### src/include/csd_map.svh
// Constants for the changer status and diagnostic responder.
// Assumes inclusion by the package and the design modules only.
// Operation
// - Opcode 1Ch selects diagnostic results return.
// - Allocation length bytes 3-4; zero is legal.
// - Stop data-in at smaller of two counts.
// - Return only after send-diagnostic completed.
// - Page 00h header, reserved, length 6h.
// - List pages 00h,80h,81h,82h,83h,84h ascending.
// - Element address MSB byte 0, LSB byte 1.
// - Access bit follows drive door open.
// - Exception bit reports abnormal mover state.
// - Full bit shows cartridge presence; the code forces it to zero while the mover is faulted.
// - Sense code and qualifier in bytes 4-5.
// - Off-bus, ID, LUN, bus address, invert zero.
// - Source valid flag in byte 9 bit 7.
// - Source slot address bytes 10-11, MSB first.
// - Code 90h qualifiers 02 and 03 defined.
`ifndef CSD_MAP_SVH
`define CSD_MAP_SVH
`define CSD_OP_RDIAG 8'h1c
`define CSD_CDB_LEN 3'd6
`define CSD_CDB_ALLOC_HI 3'd3
`define CSD_CDB_ALLOC_LO 3'd4
`define CSD_SUP_LEN 16'h000a
`define CSD_SUP_PAGE_LEN 8'h06
`define CSD_DESC_LEN 5'd16
`define CSD_DB_ADDR_HI 4'h0
`define CSD_DB_ADDR_LO 4'h1
`define CSD_DB_FLAGS 4'h2
`define CSD_DB_ASC 4'h4
`define CSD_DB_ASCQ 4'h5
`define CSD_DB_SRC_FLAGS 4'h9
`define CSD_DB_SRC_HI 4'ha
`define CSD_DB_SRC_LO 4'hb
`define CSD_ASC_CHS 8'h90
`define CSD_ASCQ_NO_HOLDER 8'h02
`define CSD_ASCQ_QUESTION 8'h03
`define CSD_ADDR_CTRL 4'h0
`define CSD_ADDR_STAT 4'h4
`define CSD_ADDR_INT_STAT 4'h8
`define CSD_ADDR_INT_MASK 4'hc
`define CSD_INT_DONE 0
`define CSD_INT_REJECT 1
`define CSD_RESP_OKAY 2'b00
`define CSD_RESP_SLVERR 2'b10
`endif

### src/include/csd_pkg.sv
// Types for the changer status and diagnostic responder.
// Assumes the constant header is on the include path.
`include "csd_map.svh"
package csd_pkg;
  typedef enum logic [1:0] {
    CSD_IDLE,
    CSD_CMD,
    CSD_DATA
  } csd_state_t;
  typedef logic [7:0] csd_byte_t;
endpackage

### src/hw/csd_desc.sv
// Drive element descriptor byte selector.
// Assumes status inputs are stable while the descriptor is read.
`include "csd_map.svh"
module csd_desc
(
  input wire logic [3:0] idx,
  input wire logic [15:0] elem_addr,
  input wire logic door_open,
  input wire logic mover_fault,
  input wire logic full,
  input wire logic [7:0] asc,
  input wire logic [7:0] ascq,
  input wire logic src_valid,
  input wire logic [15:0] src_addr,
  output csd_pkg::csd_byte_t data
);
  import csd_pkg::*;

  always_comb
  begin
    data = 8'h00;
    case (idx)
      `CSD_DB_ADDR_HI: data = elem_addr[15:8];
      `CSD_DB_ADDR_LO: data = elem_addr[7:0];
      // Full is only reported while the mover is normal.
      `CSD_DB_FLAGS: data = {4'h0, door_open, mover_fault, 1'b0,
                             full & ~mover_fault};
      `CSD_DB_ASC: data = mover_fault ? asc : 8'h00;
      `CSD_DB_ASCQ: data = mover_fault ? ascq : 8'h00;
      `CSD_DB_SRC_FLAGS: data = {src_valid, 7'h00};
      `CSD_DB_SRC_HI: data = src_addr[15:8];
      `CSD_DB_SRC_LO: data = src_addr[7:0];
      default: data = 8'h00;
    endcase
  end
endmodule

### src/hw/csd_top.sv
// Diagnostic results command interpreter with descriptor readout.
// Assumes one clock; command bytes and data-in use valid/ready.
//
// Local design decisions: the address map and register access over AXI4-Lite.
`include "csd_map.svh"
module csd_top
(
  input wire logic CLK,
  input wire logic RST_N,
  input wire logic CDB_VALID,
  input wire logic [7:0] CDB_BYTE,
  output logic CDB_READY,
  output logic DIN_VALID,
  output csd_pkg::csd_byte_t DIN_DATA,
  output logic DIN_LAST,
  input wire logic DIN_READY,
  output logic CMD_DONE,
  output logic CMD_REJECT,
  input wire logic SENDDIAG_DONE,
  input wire logic [7:0] SENDDIAG_PAGE,
  input wire logic DESC_REQ,
  input wire logic [3:0] DESC_IDX,
  output csd_pkg::csd_byte_t DESC_DATA,
  input wire logic [15:0] ELEM_ADDR,
  input wire logic DOOR_OPEN,
  input wire logic MOVER_FAULT,
  input wire logic CART_PRESENT,
  input wire logic [7:0] FAULT_ASC,
  input wire logic [7:0] FAULT_ASCQ,
  input wire logic SRC_VALID,
  input wire logic [15:0] SRC_ADDR,
  input wire logic [3:0] S_AXI_AWADDR,
  input wire logic S_AXI_AWVALID,
  output logic S_AXI_AWREADY,
  input wire logic [31:0] S_AXI_WDATA,
  input wire logic [3:0] S_AXI_WSTRB,
  input wire logic S_AXI_WVALID,
  output logic S_AXI_WREADY,
  output logic [1:0] S_AXI_BRESP,
  output logic S_AXI_BVALID,
  input wire logic S_AXI_BREADY,
  input wire logic [3:0] S_AXI_ARADDR,
  input wire logic S_AXI_ARVALID,
  output logic S_AXI_ARREADY,
  output logic [31:0] S_AXI_RDATA,
  output logic [1:0] S_AXI_RRESP,
  output logic S_AXI_RVALID,
  input wire logic S_AXI_RREADY,
  output logic IRQ
);
  import csd_pkg::*;

  csd_state_t state;
  logic [2:0] cdb_cnt;
  logic [15:0] alloc;
  logic [7:0] op;
  logic [15:0] sent;
  logic [15:0] limit;
  logic [7:0] sel_page;
  logic sel_ok;
  logic enable;
  logic [1:0] int_stat;
  logic [1:0] int_mask;
  logic aw_held;
  logic w_held;
  logic [3:0] aw_addr;
  logic [31:0] w_data;
  logic [3:0] w_strb;
  logic [15:0] avail;
  logic [15:0] next_sent;
  csd_byte_t page_byte;
  csd_byte_t desc_byte;
  logic cdb_take;
  logic din_take;
  logic wr_fire;
  logic done_ev;
  logic rej_ev;
  logic [1:0] ev;

  assign CDB_READY = (state == CSD_CMD);
  assign cdb_take = CDB_VALID & CDB_READY;
  assign din_take = DIN_VALID & DIN_READY;
  assign next_sent = sent + 16'h0001;

  // Only the supported list is held here; other pages would come from
  // the calibration logic, so their payload length is zero.
  always_comb
  begin
    avail = 16'h0000;
    if (sel_page == 8'h00)
      avail = `CSD_SUP_LEN;
  end

  // Supported diagnostics page contents.
  always_comb
  begin
    page_byte = 8'h00;
    case (sent[3:0])
      4'h0: page_byte = 8'h00;
      4'h1: page_byte = 8'h00;
      4'h2: page_byte = 8'h00;
      4'h3: page_byte = `CSD_SUP_PAGE_LEN;
      4'h4: page_byte = 8'h00;
      4'h5: page_byte = 8'h80;
      4'h6: page_byte = 8'h81;
      4'h7: page_byte = 8'h82;
      4'h8: page_byte = 8'h83;
      4'h9: page_byte = 8'h84;
      default: page_byte = 8'h00;
    endcase
  end

  // The page selected by the last completed send-diagnostic is kept.
  always_ff @(posedge CLK or negedge RST_N)
  begin
    if (!RST_N)
    begin
      sel_page <= 8'h00;
      sel_ok <= 1'b0;
    end
    else if (SENDDIAG_DONE)
    begin
      sel_page <= SENDDIAG_PAGE;
      sel_ok <= 1'b1;
    end
  end

  // Command byte capture.
  always_ff @(posedge CLK or negedge RST_N)
  begin
    if (!RST_N)
    begin
      cdb_cnt <= 3'd0;
      op <= 8'h00;
      alloc <= 16'h0000;
    end
    else if (state == CSD_IDLE)
      cdb_cnt <= 3'd0;
    else if (cdb_take)
    begin
      cdb_cnt <= cdb_cnt + 3'd1;
      if (cdb_cnt == 3'd0)
        op <= CDB_BYTE;
      else if (cdb_cnt == `CSD_CDB_ALLOC_HI)
        alloc[15:8] <= CDB_BYTE;
      else if (cdb_cnt == `CSD_CDB_ALLOC_LO)
        alloc[7:0] <= CDB_BYTE;
    end
  end

  // Command sequencer.
  always_ff @(posedge CLK or negedge RST_N)
  begin
    if (!RST_N)
    begin
      state <= CSD_IDLE;
      sent <= 16'h0000;
      limit <= 16'h0000;
      done_ev <= 1'b0;
      rej_ev <= 1'b0;
    end
    else
    begin
      done_ev <= 1'b0;
      rej_ev <= 1'b0;
      case (state)
        CSD_IDLE:
          if (enable)
            state <= CSD_CMD;
        CSD_CMD:
          if (cdb_take && cdb_cnt == `CSD_CDB_LEN - 3'd1)
          begin
            sent <= 16'h0000;
            limit <= (alloc < avail) ? alloc : avail;
            if (op != `CSD_OP_RDIAG || !sel_ok)
            begin
              rej_ev <= 1'b1;
              state <= CSD_IDLE;
            end
            else if (alloc == 16'h0000 || avail == 16'h0000)
            begin
              done_ev <= 1'b1;
              state <= CSD_IDLE;
            end
            else
              state <= CSD_DATA;
          end
        CSD_DATA:
          if (din_take)
          begin
            sent <= next_sent;
            if (next_sent == limit)
            begin
              done_ev <= 1'b1;
              state <= CSD_IDLE;
            end
          end
        default:
          state <= CSD_IDLE;
      endcase
    end
  end

  // Data byte is registered; the sequencer advances on acceptance.
  always_ff @(posedge CLK or negedge RST_N)
  begin
    if (!RST_N)
    begin
      DIN_VALID <= 1'b0;
      DIN_DATA <= 8'h00;
      DIN_LAST <= 1'b0;
    end
    else if (state == CSD_DATA && !(din_take && next_sent == limit))
    begin
      DIN_VALID <= 1'b1;
      DIN_DATA <= din_take ? page_byte_nxt(next_sent) : page_byte;
      DIN_LAST <= din_take ? (next_sent + 16'h0001 == limit)
                           : (sent + 16'h0001 == limit);
    end
    else
    begin
      DIN_VALID <= 1'b0;
      DIN_LAST <= 1'b0;
    end
  end

  function automatic csd_byte_t page_byte_nxt(input logic [15:0] i);
    csd_byte_t b;
    b = 8'h00;
    if (i[3:0] == 4'h3)
      b = `CSD_SUP_PAGE_LEN;
    else if (i[3:0] >= 4'h5 && i[3:0] <= 4'h9)
      b = 8'h80 + {4'h0, i[3:0] - 4'h5};
    return b;
  endfunction

  assign CMD_DONE = done_ev;
  assign CMD_REJECT = rej_ev;

  csd_desc u_desc (
    .idx(DESC_IDX),
    .elem_addr(ELEM_ADDR),
    .door_open(DOOR_OPEN),
    .mover_fault(MOVER_FAULT),
    .full(CART_PRESENT),
    .asc(FAULT_ASC),
    .ascq(FAULT_ASCQ),
    .src_valid(SRC_VALID),
    .src_addr(SRC_ADDR),
    .data(desc_byte)
  );

  // Descriptor byte is registered on request.
  always_ff @(posedge CLK or negedge RST_N)
  begin
    if (!RST_N)
      DESC_DATA <= 8'h00;
    else if (DESC_REQ)
      DESC_DATA <= desc_byte;
  end

  // AXI write side: address and data are held until both are present.
  assign S_AXI_AWREADY = !aw_held && !S_AXI_BVALID;
  assign S_AXI_WREADY = !w_held && !S_AXI_BVALID;
  assign wr_fire = aw_held && w_held && !S_AXI_BVALID;

  always_ff @(posedge CLK or negedge RST_N)
  begin
    if (!RST_N)
    begin
      aw_held <= 1'b0;
      w_held <= 1'b0;
      aw_addr <= 4'h0;
      w_data <= 32'h0;
      w_strb <= 4'h0;
      S_AXI_BVALID <= 1'b0;
      S_AXI_BRESP <= `CSD_RESP_OKAY;
    end
    else
    begin
      if (S_AXI_AWVALID && S_AXI_AWREADY)
      begin
        aw_held <= 1'b1;
        aw_addr <= S_AXI_AWADDR;
      end
      if (S_AXI_WVALID && S_AXI_WREADY)
      begin
        w_held <= 1'b1;
        w_data <= S_AXI_WDATA;
        w_strb <= S_AXI_WSTRB;
      end
      if (wr_fire)
      begin
        aw_held <= 1'b0;
        w_held <= 1'b0;
        S_AXI_BVALID <= 1'b1;
        S_AXI_BRESP <= (aw_addr == `CSD_ADDR_STAT) ? `CSD_RESP_SLVERR
                                                    : `CSD_RESP_OKAY;
      end
      else if (S_AXI_BREADY)
        S_AXI_BVALID <= 1'b0;
    end
  end

  assign ev = {rej_ev, done_ev};

  // Control, mask and sticky status; a new event wins over its clear.
  always_ff @(posedge CLK or negedge RST_N)
  begin
    if (!RST_N)
    begin
      enable <= 1'b0;
      int_mask <= 2'b00;
      int_stat <= 2'b00;
    end
    else
    begin
      if (wr_fire && w_strb[0] && aw_addr == `CSD_ADDR_CTRL)
        enable <= w_data[0];
      if (wr_fire && w_strb[0] && aw_addr == `CSD_ADDR_INT_MASK)
        int_mask <= w_data[1:0];
      if (wr_fire && w_strb[0] && aw_addr == `CSD_ADDR_INT_STAT)
        int_stat <= (int_stat & ~w_data[1:0]) | ev;
      else
        int_stat <= int_stat | ev;
    end
  end

  assign IRQ = |(int_stat & int_mask);

  // AXI read side.
  assign S_AXI_ARREADY = !S_AXI_RVALID;

  always_ff @(posedge CLK or negedge RST_N)
  begin
    if (!RST_N)
    begin
      S_AXI_RVALID <= 1'b0;
      S_AXI_RDATA <= 32'h0;
      S_AXI_RRESP <= `CSD_RESP_OKAY;
    end
    else if (S_AXI_ARVALID && S_AXI_ARREADY)
    begin
      S_AXI_RVALID <= 1'b1;
      S_AXI_RRESP <= `CSD_RESP_OKAY;
      if (S_AXI_ARADDR == `CSD_ADDR_CTRL)
        S_AXI_RDATA <= {31'h0, enable};
      else if (S_AXI_ARADDR == `CSD_ADDR_STAT)
        S_AXI_RDATA <= {14'h0, sel_ok, sel_page[0], limit};
      else if (S_AXI_ARADDR == `CSD_ADDR_INT_STAT)
        S_AXI_RDATA <= {30'h0, int_stat};
      else if (S_AXI_ARADDR == `CSD_ADDR_INT_MASK)
        S_AXI_RDATA <= {30'h0, int_mask};
      else
      begin
        S_AXI_RDATA <= 32'h0;
        S_AXI_RRESP <= `CSD_RESP_SLVERR;
      end
    end
    else if (S_AXI_RREADY)
      S_AXI_RVALID <= 1'b0;
  end
endmodule

### config.mk
export PLATFORM = sky130hd
export DESIGN_NAME = csd_top
export DESIGN_NICKNAME = d
export VERILOG_FILES = /design/src/include/csd_pkg.sv /design/src/hw/csd_desc.sv /design/src/hw/csd_top.sv
export VERILOG_INCLUDE_DIRS = /design/src /design/src/include
export SDC_FILE = /design/constraint.sdc
export NUM_CORES = 1
export LEC_CHECK = 0
export ABC_AREA = 1
export BUFFER_PORTS_ARGS = -buffer_cell sky130_fd_sc_hd__buf_4
export CAP_MARGIN = 20
export CORE_ASPECT_RATIO = 0.75
export CORE_MARGIN = 2
export CORE_UTILIZATION = 48
export DETAILED_ROUTE_END_ITERATION = 10
export GPL_TIMING_DRIVEN = 0
export PLACE_DENSITY = 0.77
export REMOVE_ABC_BUFFERS = 1
export SLEW_MARGIN = 25
export SYNTH_ARGS = -nofsm -noshare
export SYNTH_HDL_FRONTEND = slang
export SYNTH_SLANG_ARGS = --single-unit
### constraint.sdc
create_clock -name CLK -period 2.3 [get_ports CLK]
set_input_delay 0.46 -clock CLK [delete_from_list [all_inputs] [get_ports CLK]]
set_output_delay 0.46 -clock CLK [all_outputs]
set_load 0.02 [all_outputs]
# Yosys cells after proc, flatten, opt, wreduce, memory -nomap -nowiden
# Memories as Yosys holds them, arrays and structs flattened.
# Index checks and enable logic that the tools add are counted.
word_totals:
  reg_bits: 142
  romBits: 64
  in_bits: 127
  out_inout_bits: 63
  wordCells: 169
  n_memories: 1
op_classes:
  add_sub_neg: 5
  order_cmp: 3
  eq_ne: 26
  n_mux: 50
  bitwise_logic: 12
  n_reduce_logical: 44
mem_list:
  columns: ["memory", "words", "width", "rd", "rd_ports_with_merged_regs", "wr", "line", "text"]
  rows:
  - ["(name not given)", 16, 4, 1, 0, 0, "csd_top.sv:98", "case (sent[3:0])"]
ops:
  columns: ["operator", "count"]
  rows:
  - ["$pmux W8 S8", 1]
  - ["$mux W16", 3]
  - ["$mux W8", 5]
  - ["$mux W18", 2]
  - ["$add A16 B1 Y16 const B", 2]
  - ["$eq A16 B16 Y1", 2]
  - ["$logic_not A16 Y1", 2]
  - ["$pmux W16 S2", 1]
  - ["$eq A4 B4 Y1 const B", 7]
  - ["$mux W2", 14]
  - ["$mux W1", 19]
  - ["$eq A4 B3 Y1 const B", 4]
  - ["$lt A16 B4 Y1", 1]
  - ["$logic_and A1 B1 Y1", 15]
  - ["$logic_not A4 Y1", 3]
  - ["$reduce_bool A2 Y1", 6]
  - ["$add A8 B4 Y8 const A", 1]
  - ["$eq A4 B2 Y1 const B", 2]
  - ["$logic_not A8 Y1", 1]
  - ["$ne A8 B5 Y1 const B", 1]
  - ["$reduce_and A4 Y1", 2]
  - ["$eq A3 B3 Y1 const B", 2]
  - ["$logic_not A1 Y1", 6]
  - ["$mux W3", 2]
  - ["other kinds (25)", 36]

# Logic depth before layout (Yosys ltp)
logic_depth:
  ltp_word: 8
  mapped_depth: 18
  mapped_depth_nobuf: 17

# Hierarchy
# Synthesis repeated with hierarchy kept, for this count alone.
unflattened:
  hier_cells: 970
  hier_area_um2: 7304.5
modules_own_cells:
  columns: ["module", "n_inst", "cells_each", "area_per_inst_um2"]
  rows:
  - ["csd_top", 1, 831, 6676.4]
  - ["csd_desc", 1, 139, 628.1]

# Worst setup path after synthesis
# Ideal clock, no wire load.
synth_path:
  kind: "flip-flop to flip-flop"
  startpoint: "reg sent[1]"
  endpoint: "reg DIN_LAST"
  arrival_ns: 2.255
  path_slack_ns: -0.033
  path_stages_with_launch: 17
  path_buffers: 1
  cell_sequence: "dfrtp_1 ha_1 ha_1 clkbuf_1 inv_1 nand4_1 nor2_2 nand2_2 nor2_4 nand2_2 nor2_2 nand3_1 nand2_1 nand2_1 nor2_1 nand2_1 a21oi_1"
synth_between:
  elab_chain_cells: 6
  word_cells_on_any_way: 9
  cone_classes: "2 x add/sub; 2 x eq/ne; 2 x mux; 3 x reduce/logical"
synth_lines:
  columns: ["item", "line", "text"]
  rows:
  - ["start, declared", "csd_top.sv:57", "logic [15:0] sent;"]
  - ["start signal, assigned", "csd_top.sv:191", "sent <= next_sent;"]
  - ["$add A16 B1 Y16 (*)", "csd_top.sv:83, csd_top.sv:218", null]
  - ["branches (longest 4 deep; another with $add A16 B1 Y16)", null, null]
  - ["$mux W1 (*)", "csd_top.sv:213", "else if (state == CSD_DATA && !(din_take && next_sent == limit))"]
  - ["end signal, assigned", "csd_top.sv:217", "DIN_LAST <= din_take ? (next_sent + 16'h0001 == limit)"]
  - ["end, declared", "csd_top.sv:15", "output logic DIN_LAST,"]
# Mark *: on every way between the ends.
# A chain may end at the register's enable or synchronous reset.

# Worst setup path in the final report
layout_path:
  startpoint: "reg sent[0]"
  endpoint: "reg state[0]"
layout_between:
  elab_chain_cells: 4
layout_lines:
  columns: ["item", "line", "text"]
  rows:
  - ["$add A16 B1 Y16", "csd_top.sv:83", "assign next_sent = sent + 16'h0001;"]
  - ["$eq A16 B16 Y1", "csd_top.sv:192", "if (next_sent == limit)"]
  - ["$ne A2 B2 Y1 (no line)", null, null]
  - ["$reduce_and A4 Y1 (no line)", null, null]
  - ["end signal, assigned", "csd_top.sv:186", "state <= CSD_DATA;"]
  - ["end signal, assigned", "csd_top.sv:195", "state <= CSD_IDLE;"]
  - ["end signal, assigned", "csd_top.sv:199", "state <= CSD_IDLE;"]
  - ["end, declared", "csd_top.sv:53", "csd_state_t state;"]
# Every way passes these cells.

==> metrics.csv <==
stage;metric;value;unit
logic_synthesis;Synth Area in Compound Gates;10.4;%
placement;GP Congestion;0.952;
logic_synthesis;synthesis-stage register bit count;123;
power;P per Cell Area;687;nW/um2
global_route;global route overflow;0;
floorplan;Die ar.;15600;um2
cts;Clk Latency, worst-skew pair;0.42;ns
sta;final period utilization;105;%
cells_and_area;Area growth, synth to finish;31.1;%
routing;via density per instance;5.22;
outcome;status;complete, but fails checks;
cells_and_area;area taken by multi-input logic gates;3540;um2
sta;Final setup viols;8;
placement;DP Cell Count;1246;
setup_path;Crit Path Category;reg -> reg;
sta;Final Hold Vio Count;0;
cells_and_area;final core occ;64.0;%
sta;Least-Margin Pin Slew;0.734;ns
setup_path;WP data arrival;2.72;ns
sta;RSZ-0062 raised after global routing;true;
cells_and_area;final net count;1240;
logic_synthesis;ys async rst share;100;%
outcome;failing checks;negative setup slack;
sta;skew final;0.00787;ns
floorplan;die span in y;109;um
sta;Slew HR;50.9;%
logic_synthesis;main combinational cell family by area after synthesis;simple AND/OR/NAND/NOR gates;
cts;TritonCTS clock tree;done;
routing;met3 routed WL;1180;um
routing;First-pass DRT Iterations;6;
logic_synthesis;Synth Area in Adders;3.39;%
cells_and_area;FF/Latch Area;3080;um2
logic_synthesis;post-synthesis simple-gate area fraction;30.5;%
cells_and_area;diode count;0;
sta;Final Max Tran Viols;0;
placement;Place WS;-0.578;ns
global_route;vias in the first global route;6509;
floorplan;Initial Utilization;48.9;%
job;total of max-cap violations;0;
setup_path;Req. time, crit path;2.60;ns
power;Static Leakage;4.95;nW
logic_synthesis;synth warn;0;
placement;Port Buf Inserts;137;
logic_synthesis;part of the Yosys area used for sequential elements;43.9;%
cells_and_area;most frequent cells in the layout;nand2_1 (263), buf_4 (159), dfrtp_1 (119);
floorplan;core area;14400;um2
floorplan;Die Wd;144;um
logic_synthesis;Cells after Synth;927;
routing;drt total wl;19400;um
cts;CTS max path bufs;2;
sta;slack of the critical path;-0.118;ns
logic_synthesis;Post-synth top flop;dfrtp_1;
global_route;initial antenna violation count;0;
cells_and_area;Final Instance Count excl. Fillers;1307;
floorplan;I/O pin count;190;
routing;number of DRC markers in iteration 0;590;
setup_path;crit path max fanout;5;
routing;Vias;6821;
cts;H-tree depth;4;
global_route;first-pass GRT wire length;31500;um
cts;clock sinks;123;
logic_synthesis;syn_area_per_cell;7.57;um2
routing;number of routed nets with antenna violations;0;
global_route;largest net degree at the start of global routing;91;
setup_path;Reg2Reg Setup Slack;-0.12;ns
cts;clock-pin transition on the worst setup and hold timing paths;0.06;ns
logic_synthesis;proportion of synthesized area in mux cells;1.44;%
routing;DRC;0;
sta;FMAX;0.413;GHz
logic_synthesis;Mapped Area;7020;um2
global_route;All-Layer GR Usage;25.5;%
placement;hpwl dp;13200;um
logic_synthesis;Post-synth EDFFs;0;
power;Tot Pwr;6.32;mW
cts;Root Buffer;clkbuf_16;
power;VDD IR max;0.592;mV
cells_and_area;share of post-route cells with drive strength above 1;25.6;%
sta;Final Critical Period;2.42;ns
logic_synthesis;XOR/XNOR Fraction of Synth Area;0.874;%
setup_path;CP endpoint kind;register;
logic_synthesis;synth unique cells;40;
setup_path;CP Launch Type;register;
cts;CTS Buf Count;17;
routing;top sig layer;met4;
routing;Met2 Wirelength;9260;um
min_path;Min-Delay Path Class;in -> reg;
floorplan;Site Rows;38;
routing;WL per Instance;14.8;um
cells_and_area;Fillers;1251;
cells_and_area;most common cell after layout, fill and taps aside;nand2_1;
routing;WL met1;8720;um
==> power breakdown <==
part | switching [mW] | internal [mW] | leakage [nW]
Combinational | 0.686 | 0.455 | 3.18
Sequential | 0.157 | 2.42 | 1.49
Clock | 1.06 | 1.54 | 0.277
==> worst paths after layout <==
kind / depth (start not counted) / endpoint / startpoint
hold / removal: 2 / S_AXI_BVALID / S_AXI_BREADY
setup reg to reg: 16 / state[0] / sent[0]
min in group asynchronous: 2 / limit[14] / RST_N
max in group asynchronous: 3 / sent[1] / RST_N
setup / recovery: 16 / state[0] / sent[0]
hold reg to reg: 2 / sel_ok / sel_ok
==> state kept, by name, indices dropped and copies added (netlist names), 3 cells and up <==
name,flops
limit,16
DIN_DATA,5
S_AXI_RDATA,18
sel_page,8
cdb_cnt,3
aw_addr,4
sent,16
DESC_DATA,8
alloc,16
op,8
==> cell type report <==
cell class,instances,share of cell area [%]
inverters,118,4.99
clock buffers,19,4.82
multi-input cells,669,38.5
clock inverters,13,1.47
well taps,200,2.72
flip-flops and latches,123,33.5
repair buffers,165,14.0
==> synthesized netlist by cell type (2+ instances only) <==
cell type  number  area share, %
a21oi_1        11           0.78
a221oi_1        8            1.0
buf_1           3           0.16
buf_4          21            2.2
clkbuf_1       12           0.64
clkinv_1        2           0.11
dfrtp_1       123             44
ha_1           19            3.4
inv_1         113            6.0
inv_2           3           0.16
mux2_2          9            1.4
nand2_1       280             15
nand2_2        11           0.98
nand2_4         3           0.48
nand3_1        73            5.2
nand3_2         3           0.43
nand3b_1        2           0.21
nand4_1        18            1.6
nor2_1         72            3.9
nor2_2          8           0.71
nor2_4          3           0.48
nor3_1         10           0.71
nor4_1          5           0.45
o21ai_0        61            4.4
o22ai_1        17            1.5
o31ai_1        18            1.9
xnor2_1         3           0.37
xor2_1          4           0.50
==> critical path: stages, from the launching register on <==
cell        delay (ns)
dfrtp_2           0.43
buf_6             0.13
clkinvlp_4        0.10
ha_4              0.30
inv_4             0.04
nand2_2           0.05
nand2_2           0.05
nor2_1            0.09
nand4_1           0.17
nor3_2            0.19
nand3_1           0.13
nor2_2            0.17
nand3_4           0.13
nand2_4           0.14
nand2_2           0.07
nand2_1           0.06
nand2_1           0.05
==> kinds of logic after synthesis <==
kind of cell / Yosys count
AND/OR/NAND/NOR: 491
buffers and inverters: 155
flip-flops: 123
AO/OA/AOI/OAI: 122
adder cells (fa/ha/maj): 19
multiplexers: 9
XOR/XNOR: 7
other: 1
==> metal layers <==
metal	up-vias	global-route usage (%)
met5	-	0
met4	0	5.95
met3	25	4.96
met2	226	42.2
met1	3245	35.0
li1	3325	-
==> metrics by stage <==
stage                     area (um2)  setup TNS, ns  hold WS [ns]
after floorplan                 6860        -0.0977         0.164
final                           9200         -0.634         0.235
after global routing            9200          -1.83         0.238
after CTS                       9040         -0.600         0.231
after detailed placement        8170         -10.90         0.352
after global placement          8140         -10.45         0.443
==> repair_timing <==
| item | CTS | global route |
|---|---|---|
| cloned | 2 | 0 |
| hold buffers | 1 | 0 |
| endpoints found under the hold margin | 33 | 0 |
| resized for setup | 37 | 26 |
| pin swaps | 23 | 23 |
| endpoints found under the setup margin | 26 | 41 |
| setup buffers | 18 | 10 |
No activity file was read; power rests on OpenSTA's default activity.
